--- src/rtl/chgopt_defines.svh ---
`ifndef CHGOPT_DEFINES_SVH
`define CHGOPT_DEFINES_SVH

// Serial bus identity of this charger and the command code of the option word.
`define CHGOPT_SMB_ADDR     7'h09
`define CHGOPT_CMD_OPTIONS  8'h12

// Power-on value of the option word and the bits the host may write.
`define CHGOPT_POR          16'hf902
`define CHGOPT_WR_MASK      16'hffeb

// Field positions inside the option word.
`define CHGOPT_BIT_DEPL_HI  12
`define CHGOPT_BIT_DEPL_LO  11
`define CHGOPT_BIT_FREQ_UP  10
`define CHGOPT_BIT_FREQ_EN  9
`define CHGOPT_BIT_HS_SHORT 8
`define CHGOPT_BIT_LS_SHORT 7
`define CHGOPT_BIT_LEARN    6
`define CHGOPT_BIT_MON_SEL  5
`define CHGOPT_BIT_ADAPTER  4
`define CHGOPT_BIT_BOOST_EN 3
`define CHGOPT_BIT_BOOST_IN 2
`define CHGOPT_BIT_OCP_EN   1

// Depletion fractions of the regulation limit in 1/65536 units.
`define CHGOPT_DEPL_F00     17'd38791
`define CHGOPT_DEPL_F01     17'd41058
`define CHGOPT_DEPL_F11     17'd46511

// Rising hysteresis of the depletion comparator, in mV and in voltage codes.
`define CHGOPT_HYST_MV      340
`define CHGOPT_VLSB_MV      16
`define CHGOPT_HYST_CODE    12'((`CHGOPT_HYST_MV) / (`CHGOPT_VLSB_MV))

`endif

--- src/rtl/chgopt_pkg.sv ---
`default_nettype none

package chgopt_pkg;

    // Learn cycle controller states.
    typedef enum logic [1:0] {
        LRN_IDLE = 2'b01,
        LRN_RUN  = 2'b10
    } chgopt_learn_e;

    // Settings handed to the analog power stage.
    typedef struct packed {
        logic [1:0] depl_sel;
        logic       freq_up;
        logic       freq_en;
        logic       hs_short_en;
        logic       ls_short_high;
        logic       mon_charge;
        logic       ocp_en;
    } chgopt_ctrl_s;

endpackage : chgopt_pkg

`default_nettype wire

--- src/rtl/chgopt_sync2.sv ---
`timescale 1ns/1ps
`default_nettype none

module chgopt_sync2 (
    input  wire logic       ref_clk_in,
    input  wire logic       resetn_in,
    input  wire logic       ce_in,
    input  wire logic [3:0] async_in,
    output logic      [3:0] sync_out
);

    logic [3:0] meta_q;

    // Two stages; only the second stage is seen by other logic.
    // Bus lines reset to their idle high level, status levels to low.
    always_ff @(posedge ref_clk_in) begin
        if (!resetn_in) begin
            meta_q   <= 4'h3;
            sync_out <= 4'h3;
        end else if (ce_in) begin
            meta_q   <= async_in;
            sync_out <= meta_q;
        end
    end

endmodule : chgopt_sync2

`default_nettype wire

--- src/rtl/chgopt_depletion.sv ---
`timescale 1ns/1ps
`default_nettype none
`include "chgopt_defines.svh"

module chgopt_depletion (
    input  wire logic        ref_clk_in,
    input  wire logic        resetn_in,
    input  wire logic        ce_in,
    input  wire logic [10:0] vreg_code_in,
    input  wire logic [10:0] vbat_code_in,
    input  wire logic [1:0]  sel_in,
    output logic             depleted_out
);

    logic [11:0] thr;

    // Falling threshold as a fraction of the regulation code, rounded up so that
    // every battery code below the exact fraction counts as depleted.
    function automatic logic [11:0] depl_thr(input logic [10:0] v, input logic [1:0] s);
        logic [16:0] f;
        logic [27:0] p;
        f = `CHGOPT_DEPL_F11;
        if (s == 2'b00) begin
            f = `CHGOPT_DEPL_F00;
        end else if (s == 2'b01) begin
            f = `CHGOPT_DEPL_F01;
        end
        p = 28'(v) * 28'(f) + 28'h000ffff;
        return p[27:16];
    endfunction : depl_thr

    assign thr = depl_thr(vreg_code_in, sel_in);

    // Falls below the threshold, rises again only past the hysteresis.
    always_ff @(posedge ref_clk_in) begin
        if (!resetn_in) begin
            depleted_out <= 1'b0;
        end else if (ce_in) begin
            if (vreg_code_in == 11'h000) begin
                depleted_out <= 1'b0;
            end else if (12'(vbat_code_in) < thr) begin
                depleted_out <= 1'b1;
            end else if (12'(vbat_code_in) >= thr + `CHGOPT_HYST_CODE) begin
                depleted_out <= 1'b0;
            end
        end
    end
endmodule : chgopt_depletion

`default_nettype wire

--- src/rtl/chgopt_top.sv ---
`timescale 1ns/1ps
`default_nettype none
`include "chgopt_defines.svh"

// Operation
// Two-bit field picks depletion threshold: 59.19, 62.65 or 70.97 percent.
// Learn cycle below threshold: battery switch off, adapter switch on.
// Boost active and battery below threshold: boost stops.
// Zero charge voltage setting disables the depletion comparison entirely.
// Frequency adjust bit: 0 lowers switching frequency 18 percent, 1 raises.
// Frequency adjust enable gates the shift; resets to zero, no shift.
// High-side short comparator: 0 disabled, 1 gives 750mV threshold, default.
// Low-side short comparator: 0 gives 135mV, 1 gives 230mV, boost limit too.
// Host writes learn bit one: adapter switch off, battery switch on.
// Learn ending at depletion clears the learn bit by itself.
// Host writes learn bit zero: learn stops, adapter path restored; resets zero.
// Monitor select: 0 routes adapter current amplifier, 1 charge current.
// Adapter presence bit reads detect input level; zero after power-on.
// Boost enable bit permits boost; resets to zero.
// Boost indication bit reads one while boosting; zero after power-on.
// Input over-current bit: 0 disabled, 1 trips at 3.33x limit.
// Host reaches the option word by word writes and reads, command 0x12.
// Host writes to the two status bit positions are ignored.
module chgopt_top
    import chgopt_pkg::*;
(
    input  wire logic         ref_clk_in,
    input  wire logic         resetn_in,
    input  wire logic         ce_in,
    input  wire logic         smb_scl_in,
    input  wire logic         smb_sda_in,
    output logic              smb_sda_out,
    output logic              smb_sda_oe_out,
    input  wire logic         adapter_detect_in,
    input  wire logic         boost_demand_in,
    input  wire logic [15:0]  charge_voltage_setting_in,
    input  wire logic [10:0]  battery_voltage_in,
    output chgopt_ctrl_s      analog_ctrl_out,
    output logic              battery_path_switch_out,
    output logic              adapter_path_switch_out,
    output logic              boost_active_out
);

    logic [3:0]    pins_s;
    logic          scl_s;
    logic          sda_s;
    logic          adapter_s;
    logic          demand_s;
    logic          scl_q;
    logic          sda_q;
    logic          scl_rise;
    logic          scl_fall;
    logic          start_det;
    logic          stop_det;
    logic          bus_active_q;
    logic          tx_q;
    logic          mack_q;
    logic [3:0]    bit_cnt_q;
    logic [2:0]    byte_idx_q;
    logic [7:0]    rx_shift_q;
    logic [7:0]    tx_shift_q;
    logic [7:0]    rd_high_q;
    logic [7:0]    low_q;
    logic          wr_pulse_q;
    logic [15:0]   wr_data_q;
    logic [15:0]   reg_q;
    logic [15:0]   reg_d;
    chgopt_learn_e learn_q;
    logic          learn_done;
    logic          depleted;
    logic          boost_q;

    // Pins from the other party are brought onto the clock first.
    chgopt_sync2 u_sync (
        .ref_clk_in (ref_clk_in),
        .resetn_in  (resetn_in),
        .ce_in      (ce_in),
        .async_in   ({boost_demand_in, adapter_detect_in, smb_sda_in, smb_scl_in}),
        .sync_out   (pins_s)
    );

    assign scl_s     = pins_s[0];
    assign sda_s     = pins_s[1];
    assign adapter_s = pins_s[2];
    assign demand_s  = pins_s[3];

    // Delayed copies of the synchronised bus lines for edge detection.
    always_ff @(posedge ref_clk_in) begin
        if (!resetn_in) begin
            scl_q <= 1'b1;
            sda_q <= 1'b1;
        end else if (ce_in) begin
            scl_q <= scl_s;
            sda_q <= sda_s;
        end
    end

    // Bus events: clock edges, start and stop while the clock is high.
    assign scl_rise  = scl_s & ~scl_q;
    assign scl_fall  = ~scl_s & scl_q;
    assign start_det = scl_s & scl_q & sda_q & ~sda_s;
    assign stop_det  = scl_s & scl_q & ~sda_q & sda_s;

    // The data line is only ever pulled low, so its driven level stays zero.
    always_ff @(posedge ref_clk_in) begin
        if (!resetn_in) begin
            smb_sda_out <= 1'b0;
        end else if (ce_in) begin
            smb_sda_out <= 1'b0;
        end
    end

    // Serial slave engine: address, command, two data bytes, or a read of two bytes.
    always_ff @(posedge ref_clk_in) begin
        if (!resetn_in) begin
            bus_active_q   <= 1'b0;
            tx_q           <= 1'b0;
            mack_q         <= 1'b0;
            bit_cnt_q      <= 4'h0;
            byte_idx_q     <= 3'h0;
            rx_shift_q     <= 8'h00;
            tx_shift_q     <= 8'h00;
            rd_high_q      <= 8'h00;
            low_q          <= 8'h00;
            wr_pulse_q     <= 1'b0;
            wr_data_q      <= 16'h0000;
            smb_sda_oe_out <= 1'b0;
        end else if (ce_in) begin
            wr_pulse_q <= 1'b0;
            if (start_det) begin
                bus_active_q   <= 1'b1;
                tx_q           <= 1'b0;
                mack_q         <= 1'b0;
                bit_cnt_q      <= 4'h0;
                byte_idx_q     <= 3'h0;
                smb_sda_oe_out <= 1'b0;
            end else if (stop_det) begin
                bus_active_q   <= 1'b0;
                tx_q           <= 1'b0;
                mack_q         <= 1'b0;
                smb_sda_oe_out <= 1'b0;
            end else if (bus_active_q && scl_rise) begin
                if (bit_cnt_q != 4'h8) begin
                    bit_cnt_q <= bit_cnt_q + 4'h1;
                    if (tx_q) begin
                        tx_shift_q <= {tx_shift_q[6:0], 1'b0};
                    end else begin
                        rx_shift_q <= {rx_shift_q[6:0], sda_s};
                    end
                end else if (mack_q) begin
                    // Master acknowledge: low asks for the high byte, high ends it.
                    mack_q <= 1'b0;
                    if (sda_s) begin
                        bus_active_q <= 1'b0;
                        tx_q         <= 1'b0;
                    end else begin
                        bit_cnt_q  <= 4'h0;
                        tx_shift_q <= rd_high_q;
                    end
                end else begin
                    bit_cnt_q <= 4'h0;
                end
            end else if (bus_active_q && scl_fall) begin
                if (bit_cnt_q == 4'h8 && tx_q) begin
                    smb_sda_oe_out <= 1'b0;
                    mack_q         <= 1'b1;
                end else if (bit_cnt_q == 4'h8) begin
                    smb_sda_oe_out <= 1'b1;
                    byte_idx_q     <= byte_idx_q + 3'h1;
                    if (byte_idx_q == 3'h0) begin
                        if (rx_shift_q[7:1] != `CHGOPT_SMB_ADDR) begin
                            smb_sda_oe_out <= 1'b0;
                            bus_active_q   <= 1'b0;
                        end else if (rx_shift_q[0]) begin
                            // Both bytes are captured together so the word is coherent.
                            tx_q       <= 1'b1;
                            tx_shift_q <= reg_q[7:0];
                            rd_high_q  <= reg_q[15:8];
                        end
                    end else if (byte_idx_q == 3'h1) begin
                        if (rx_shift_q != `CHGOPT_CMD_OPTIONS) begin
                            smb_sda_oe_out <= 1'b0;
                            bus_active_q   <= 1'b0;
                        end
                    end else if (byte_idx_q == 3'h2) begin
                        low_q <= rx_shift_q;
                    end else if (byte_idx_q == 3'h3) begin
                        wr_data_q  <= {rx_shift_q, low_q};
                        wr_pulse_q <= 1'b1;
                    end else begin
                        smb_sda_oe_out <= 1'b0;
                        bus_active_q   <= 1'b0;
                    end
                end else if (tx_q) begin
                    smb_sda_oe_out <= ~tx_shift_q[7];
                end else begin
                    smb_sda_oe_out <= 1'b0;
                end
            end
        end
    end

    // Learn ends by itself once the battery is depleted.
    assign learn_done = (learn_q == LRN_RUN) && reg_q[`CHGOPT_BIT_LEARN] && depleted;

    // Option word: host write under mask, self-clearing learn, live status bits.
    always_comb begin
        reg_d = reg_q;
        if (wr_pulse_q) begin
            reg_d = (wr_data_q & `CHGOPT_WR_MASK) | (reg_q & ~`CHGOPT_WR_MASK);
        end else if (learn_done) begin
            reg_d[`CHGOPT_BIT_LEARN] = 1'b0;
        end
        reg_d[`CHGOPT_BIT_ADAPTER]  = adapter_s;
        reg_d[`CHGOPT_BIT_BOOST_IN] = boost_q;
    end

    // A host write in the same cycle as the self-clear wins.
    always_ff @(posedge ref_clk_in) begin
        if (!resetn_in) begin
            reg_q <= `CHGOPT_POR;
        end else if (ce_in) begin
            reg_q <= reg_d;
        end
    end

    // Depletion comparator fed by the regulation code and the battery reading.
    chgopt_depletion u_depl (
        .ref_clk_in   (ref_clk_in),
        .resetn_in    (resetn_in),
        .ce_in        (ce_in),
        .vreg_code_in (charge_voltage_setting_in[14:4]),
        .vbat_code_in (battery_voltage_in),
        .sel_in       (reg_q[`CHGOPT_BIT_DEPL_HI:`CHGOPT_BIT_DEPL_LO]),
        .depleted_out (depleted)
    );

    // Learn cycle controller.
    always_ff @(posedge ref_clk_in) begin
        if (!resetn_in) begin
            learn_q <= LRN_IDLE;
        end else if (ce_in) begin
            case (learn_q)
                LRN_IDLE: begin
                    if (reg_q[`CHGOPT_BIT_LEARN]) begin
                        learn_q <= LRN_RUN;
                    end
                end
                LRN_RUN: begin
                    if (!reg_q[`CHGOPT_BIT_LEARN]) begin
                        learn_q <= LRN_IDLE;
                    end else if (depleted) begin
                        learn_q <= LRN_IDLE;
                    end
                end
                default: begin
                    learn_q <= LRN_IDLE;
                end
            endcase
        end
    end

    // Boost runs only when permitted, asked for, on adapter and not depleted.
    always_ff @(posedge ref_clk_in) begin
        if (!resetn_in) begin
            boost_q <= 1'b0;
        end else if (ce_in) begin
            boost_q <= reg_q[`CHGOPT_BIT_BOOST_EN] & demand_s & adapter_s
                       & ~depleted & (learn_q == LRN_IDLE);
        end
    end

    assign boost_active_out = boost_q;

    // Path switches: battery feeds the system while learning or boosting.
    always_ff @(posedge ref_clk_in) begin
        if (!resetn_in) begin
            battery_path_switch_out <= 1'b0;
            adapter_path_switch_out <= 1'b1;
        end else if (ce_in) begin
            battery_path_switch_out <= (learn_q == LRN_RUN) | boost_q;
            adapter_path_switch_out <= (learn_q != LRN_RUN);
        end
    end

    // Settings for the power stage, registered from the option word.
    always_ff @(posedge ref_clk_in) begin
        if (!resetn_in) begin
            analog_ctrl_out <= '0;
        end else if (ce_in) begin
            analog_ctrl_out.depl_sel      <= reg_q[`CHGOPT_BIT_DEPL_HI:`CHGOPT_BIT_DEPL_LO];
            analog_ctrl_out.freq_up       <= reg_q[`CHGOPT_BIT_FREQ_UP];
            analog_ctrl_out.freq_en       <= reg_q[`CHGOPT_BIT_FREQ_EN];
            analog_ctrl_out.hs_short_en   <= reg_q[`CHGOPT_BIT_HS_SHORT];
            analog_ctrl_out.ls_short_high <= reg_q[`CHGOPT_BIT_LS_SHORT];
            analog_ctrl_out.mon_charge    <= reg_q[`CHGOPT_BIT_MON_SEL];
            analog_ctrl_out.ocp_en        <= reg_q[`CHGOPT_BIT_OCP_EN];
        end
    end
endmodule : chgopt_top

`default_nettype wire

--- config.mk ---
export PLATFORM = sky130hd
export DESIGN_NAME = chgopt_top
export DESIGN_NICKNAME = d
export VERILOG_FILES = /design/src/rtl/chgopt_pkg.sv /design/src/rtl/chgopt_sync2.sv /design/src/rtl/chgopt_depletion.sv /design/src/rtl/chgopt_top.sv
export VERILOG_INCLUDE_DIRS = /design/src /design/src/rtl
export SDC_FILE = /design/constraint.sdc
export NUM_CORES = 1
export LEC_CHECK = 0
export ABC_AREA = 1
export BUFFER_PORTS_ARGS = -buffer_cell sky130_fd_sc_hd__buf_2
export CAP_MARGIN = 20
export CORE_MARGIN = 2
export CORE_UTILIZATION = 25
export CTS_CLUSTER_SIZE = 24
export DETAILED_ROUTE_END_ITERATION = 8
export PLACE_DENSITY = 0.5
export SKIP_CTS_REPAIR_TIMING = 1
export SLEW_MARGIN = 20
export SYNTH_ARGS = -nofsm -noshare
export SYNTH_HDL_FRONTEND = slang
export SYNTH_SLANG_ARGS = --single-unit
--- constraint.sdc ---
create_clock -name ref_clk_in -period 26.2 [get_ports ref_clk_in]
set_clock_uncertainty 0.2 [all_clocks]
set_input_delay 5.24 -clock ref_clk_in [delete_from_list [all_inputs] [get_ports ref_clk_in]]
set_output_delay 5.24 -clock ref_clk_in [all_outputs]
set_load 0.02 [all_outputs]
# ---- Word-level counts from Yosys, hierarchy flattened
# Index checks and enable logic that the tools add are counted.
dict set report op_classes {
  n_addsub 4
  multipliers 1
  order_cmp 2
  n_eq_ne 32
  muxes 86
  n_bitwise 28
  n_reduce_logical 38
}
# cell count
set ops {}
lappend ops {{2-to-1 mux 8 bit} 11}
lappend ops {{2-to-1 mux 1 bit} 57}
lappend ops {{AND reduction 10 bit} 3}
lappend ops {{adder 28 x 16 -> 28 bit (second input constant)} 1}
lappend ops {{multiplier 11 x 17 -> 28 bit} 1}
lappend ops {{2-to-1 mux 4 bit} 6}
lappend ops {{!= test 4 bit (second input constant)} 6}
lappend ops {{AND reduction 11 bit} 2}
lappend ops {{nonzero test 4 bit} 5}
lappend ops {{2-to-1 mux 3 bit} 6}
lappend ops {{2-to-1 mux 17 bit} 1}
lappend ops {{bitwise OR 16 x 5 -> 16 bit} 1}
lappend ops {{nonzero test 2 bit} 8}
lappend ops {{NOT 1 bit} 15}
lappend ops {{!= test 2 bit (second input constant)} 7}
lappend ops {{2-to-1 mux 13 bit} 1}
lappend ops {{adder 12 x 5 -> 12 bit (second input constant)} 1}
lappend ops {{greater-or-equal comparator 11 x 12 -> 1 bit} 1}
lappend ops {{less-than comparator 11 x 12 -> 1 bit} 1}
lappend ops {{!= test 6 bit (second input constant)} 2}
lappend ops {{AND reduction 12 bit} 1}
lappend ops {{AND reduction 6 bit} 2}
lappend ops {{bitwise AND 1 bit} 11}
lappend ops {{logical NOT 11 bit} 1}
lappend ops {{24 further kinds} 40}
dict set report totals {
  regBits 100
  inputBits 34
  word_cells 222
}

# ---- Longest topological paths before layout
dict set report depth {
  word_depth 11
  ltp_mapped 53
}

# ---- Modules after synthesis
# A second synthesis with hierarchy kept.
dict set report hier_totals {
  hier_cells 1495
  hier_area_um2 10669.0
}
# mod n_inst cells_each area_each_um2 seq_area_each_um2
set modules_own_cells {}
lappend modules_own_cells {chgopt_depletion 1 909 6361.1 20.0}
lappend modules_own_cells {chgopt_top 1 543 4002.6 1741.7}
lappend modules_own_cells {chgopt_sync2 1 43 305.3 160.2}

# ---- Least setup slack after synthesis
# No wires, ideal clock.
dict set report synth_path {
  path_type {input-to-reg}
  startpoint {in charge_voltage_setting_in[14]}
  endpoint {reg u_depl.depleted_out}
  setup_time_ps 131
  arrival_time_ps 11581
  t_required_ps 25869
  slack_ps 14288
  cell_stages 49
  n_path_buf 0
  cell_sequence {inv_1 nor2_1 inv_1 nor2_1 inv_1 nand2_1 inv_1 ha_1 or2_2 fa_1 fa_1 fa_1 inv_1 fa_1 inv_1 ha_1 nand2_2 inv_1 (+13 left out) ha_1 inv_1 nand2_1 nand2_1 nand2_1 nand2_1 xor2_1 ha_1 nand4_1 o221ai_1 nand3_1 nand2_1 a21o_1 nand2_1 nand2_1 nand2_1 nand2_1 a21oi_2}
}
dict set report synth_between {
  elab_chain_cells 6
}
# element line
set synth_rtl {}
lappend synth_rtl {{from (decl)} chgopt_top.sv:36} ;# input wire logic [15:0] charge_voltage_setting_in,
lappend synth_rtl {{multiplier 11 x 17 -> 28 bit} chgopt_depletion.sv:28} ;# p = 28'(v) * 28'(f) + 28'h000ffff;
lappend synth_rtl {{adder 28 x 16 -> 28 bit} chgopt_depletion.sv:28}
lappend synth_rtl {{adder 12 x 5 -> 12 bit (no source line)} --}
lappend synth_rtl {{greater-or-equal comparator 11 x 12 -> 1 bit (no source line)} --}
lappend synth_rtl {{nonzero test 3 bit (no source line)} --}
lappend synth_rtl {{AND reduction 2 bit (no source line)} --}
lappend synth_rtl {{to (signal assigned)} chgopt_depletion.sv:37} ;# depleted_out <= 1'b0;
lappend synth_rtl {{to (signal assigned)} chgopt_depletion.sv:40} ;# depleted_out <= 1'b0;
lappend synth_rtl {{to (signal assigned)} chgopt_depletion.sv:42} ;# depleted_out <= 1'b1;
lappend synth_rtl {{to (decl)} chgopt_depletion.sv:12} ;# output logic depleted_out
# Parallel ways exist; a longest one is shown, timed or not.
# A chain may end at the register's enable or synchronous reset.

# ---- Worst setup path in the final report
# Same ends and word-level chain as after synthesis.

==> results.txt <==
Status: finished, final reports clean
Worst path slowest cell: fa_1
Syn_nets: 1661
Syn Inst Count: 1414
Most frequent cells in the layout: inv_1, nand2_1, ha_1, nor2_1, dfxtp_1
Die W: 206 µm
All-Layer GR Usage: 0.126
Maxcap violations: 0
Slew HR: 0.393
Setup TNS: 0 ps
Standard cell core area: 40000 µm²
I/O Buffers: 40
Critical path type: input pin to flop
Hpwl dp: 21.2 mm
Hold Vio Cnt, Final: 0
Number of global-route vias before repair: 8840
Clock H-tree levels: 3
1st-iter DRT viols: 580
GPL Wtd Cong: 0.841
FP Rows: 73
Post-synthesis sequential area ratio: 0.188
Main flop type after synthesis: dfxtp_1
Drt total wl: 25.5 mm
Vias: 8729
Least-Margin Pin Slew: 905 ps
Synth cell types: 51
CTS tree: done
Clk_lat worst skew: 350 ps
Initial antenna violation count: 1
CP bufs+invs: 11
Post-route ant nets: 0
Clock Sinks: 96
Layout cells sized above 1: 0.0836
Nets: 1689
WL per Instance: 12.9 µm
Worst Path Required: 26210 ps
Largest net degree at the start of global routing: 71
Met3 GRT Util: 0.0136
Max Freq: 0.0774 GHz
RSZ-0062 raised after global routing: no
Area Overhead vs Synth: 10.8%
Slew Limit Fails: 0
FF+latch count, synth: 96
Setup violators final: 0
Largest stage delay on the critical path: 580 ps
Worst Hold Class: flop to flop
Syn Area/Cell: 7.21 µm²
Clk root buf: clkbuf_16
GR Layer Usage met2: 0.226
First-pass GRT wire length: 43.2 mm
Part of the cycle the worst path needs: 0.493
Initial Util: 0.255
GR peak layer: met2
Global routing usage on met1: 0.164
Crit path time final: 12920 ps
Highest net fanout along the worst path: 6
Die Height: 206 µm
Largest delay share family, worst path: adder cells
Worst-path clk slew: 70 ps
Clock tree buffer depth: 2
Commonest non-fill, non-tap cell in the layout: inv_1
Drt via density: 4.42
Synth warnings: 0
Total CTS buffers: 9
CP Capture Type: flop
FFs w/ async S/R, synth: 0
Critical Path AT: 12930 ps
Die area: 42400 µm²
Critical Path Start Type: input pin
First-pass iteration count of the detailed router: 7
I/O pin count: 47
Most frequent CP cell: nand2_1
DRC: 0
GRT overflow: 0
Mapped Area: 10200 µm²
Number of flops mapped to enable cells by yosys: 0
[kinds of logic (layout without fill, tap and decap cells)]
family / Yosys count / count (layout) / share of synthesized area
AO/OA/AOI/OAI: 208 / 208 / 0.118
XOR/XNOR: 11 / 11 / 0.00945
adder cells (fa/ha/maj): 213 / 213 / 0.326
buffers and inverters: 350 / 383 / 0.129
flip-flops: 96 / 96 / 0.188
other: 1 / 2 / 0.000368
AND/OR/NAND/NOR: 535 / 535 / 0.229
[tightest hold or removal path, cell delays in order (launching register included)]
cell and delay, ps:
dfxtp_1 300, inv_1 60, a21oi_1 60
[final timing paths]
check                                 from                   to  slack [ps]  depth (start not counted)
max          charge_voltage_setting_in[14]  u_depl.depleted_out       13280                         50
min                               low_q[7]             low_q[7]         260                          2
max reg2reg                      reg_q[12]  u_depl.depleted_out       16570                         51
min reg2reg                       low_q[7]             low_q[7]         260                          2
[Yosys cell counts, drive strengths merged, types with 2 or more instances]
cell / instances / area share
a41oi: 5 / 0.0043
nand2: 297 / 0.11
inv: 319 / 0.12
ha: 125 / 0.15
nor4: 3 / 0.0018
nand3: 61 / 0.032
nor3: 16 / 0.0088
xnor2: 6 / 0.0052
nor2: 126 / 0.051
o21ai: 72 / 0.035
nand3b: 2 / 0.0015
dfxtp: 96 / 0.19
a31oi: 2 / 0.0012
or2: 4 / 0.0025
a21o: 4 / 0.0029
a211oi: 18 / 0.013
o221ai: 2 / 0.0017
buf: 8 / 0.0036
a21oi: 84 / 0.043
xor2: 5 / 0.0043
clkinv: 3 / 0.0011
clkbuf: 20 / 0.0074
o211ai: 9 / 0.0066
and2: 2 / 0.0012
a21boi: 2 / 0.0015
fa: 88 / 0.17
nand4: 23 / 0.015
o21bai: 2 / 0.0015
[per-stage QoR]
step	instance area, µm²	utilization	instances	setup slack (ps)	hold slack [ps]
final	11300	0.282	1973	13280	262
after global routing	11300	0.282	1973	12550	282
after CTS	11300	0.282	1972	13200	263
after detailed placement	11000	0.274	1956	12840	249
after global placement	11000	0.274	1956	12950	245
after floorplan	10200	-	1414	14290	229
[registers in the layout, indices dropped and copies added, names as in the netlist]
register,cells
battery_path_switch_out,1
rd_high_q,8
u_sync.meta_q,4
wr_data_q,14
adapter_path_switch_out,1
tx_q,1
wr_pulse_q,1
byte_idx_q,3
scl_q,1
smb_sda_oe_out,1
tx_shift_q,8
mack_q,1
bus_active_q,1
learn_q,2
bit_cnt_q,4
u_sync.sync_out,4
low_q,6
rx_shift_q,8
reg_q,16
analog_ctrl_out,8
boost_active_out,1
sda_q,1
u_depl.depleted_out,1
[layout make-up]
type | instances | area [µm²]
Antenna cell | 1 | 2.50
Clock buffer | 9 | 225
Clock inverter | 7 | 90.1
Fill cell | 4398 | 28700
Inverter | 322 | 1210
Multi-Input combinational cell | 968 | 6960
Sequential cell | 96 | 1920
Tap cell | 525 | 657
Timing Repair Buffer | 45 | 238
[routing by layer]
layer	vias to the layer above	part of all wire
met5	-	0
met4	0	0.013
met3	28	0.031
met2	120	0.48
met1	4076	0.47
li1	4505	-
Power is left out: the tool's default activity adds up to more than one toggle a clock period on the data nets, which glitch-free logic cannot reach.
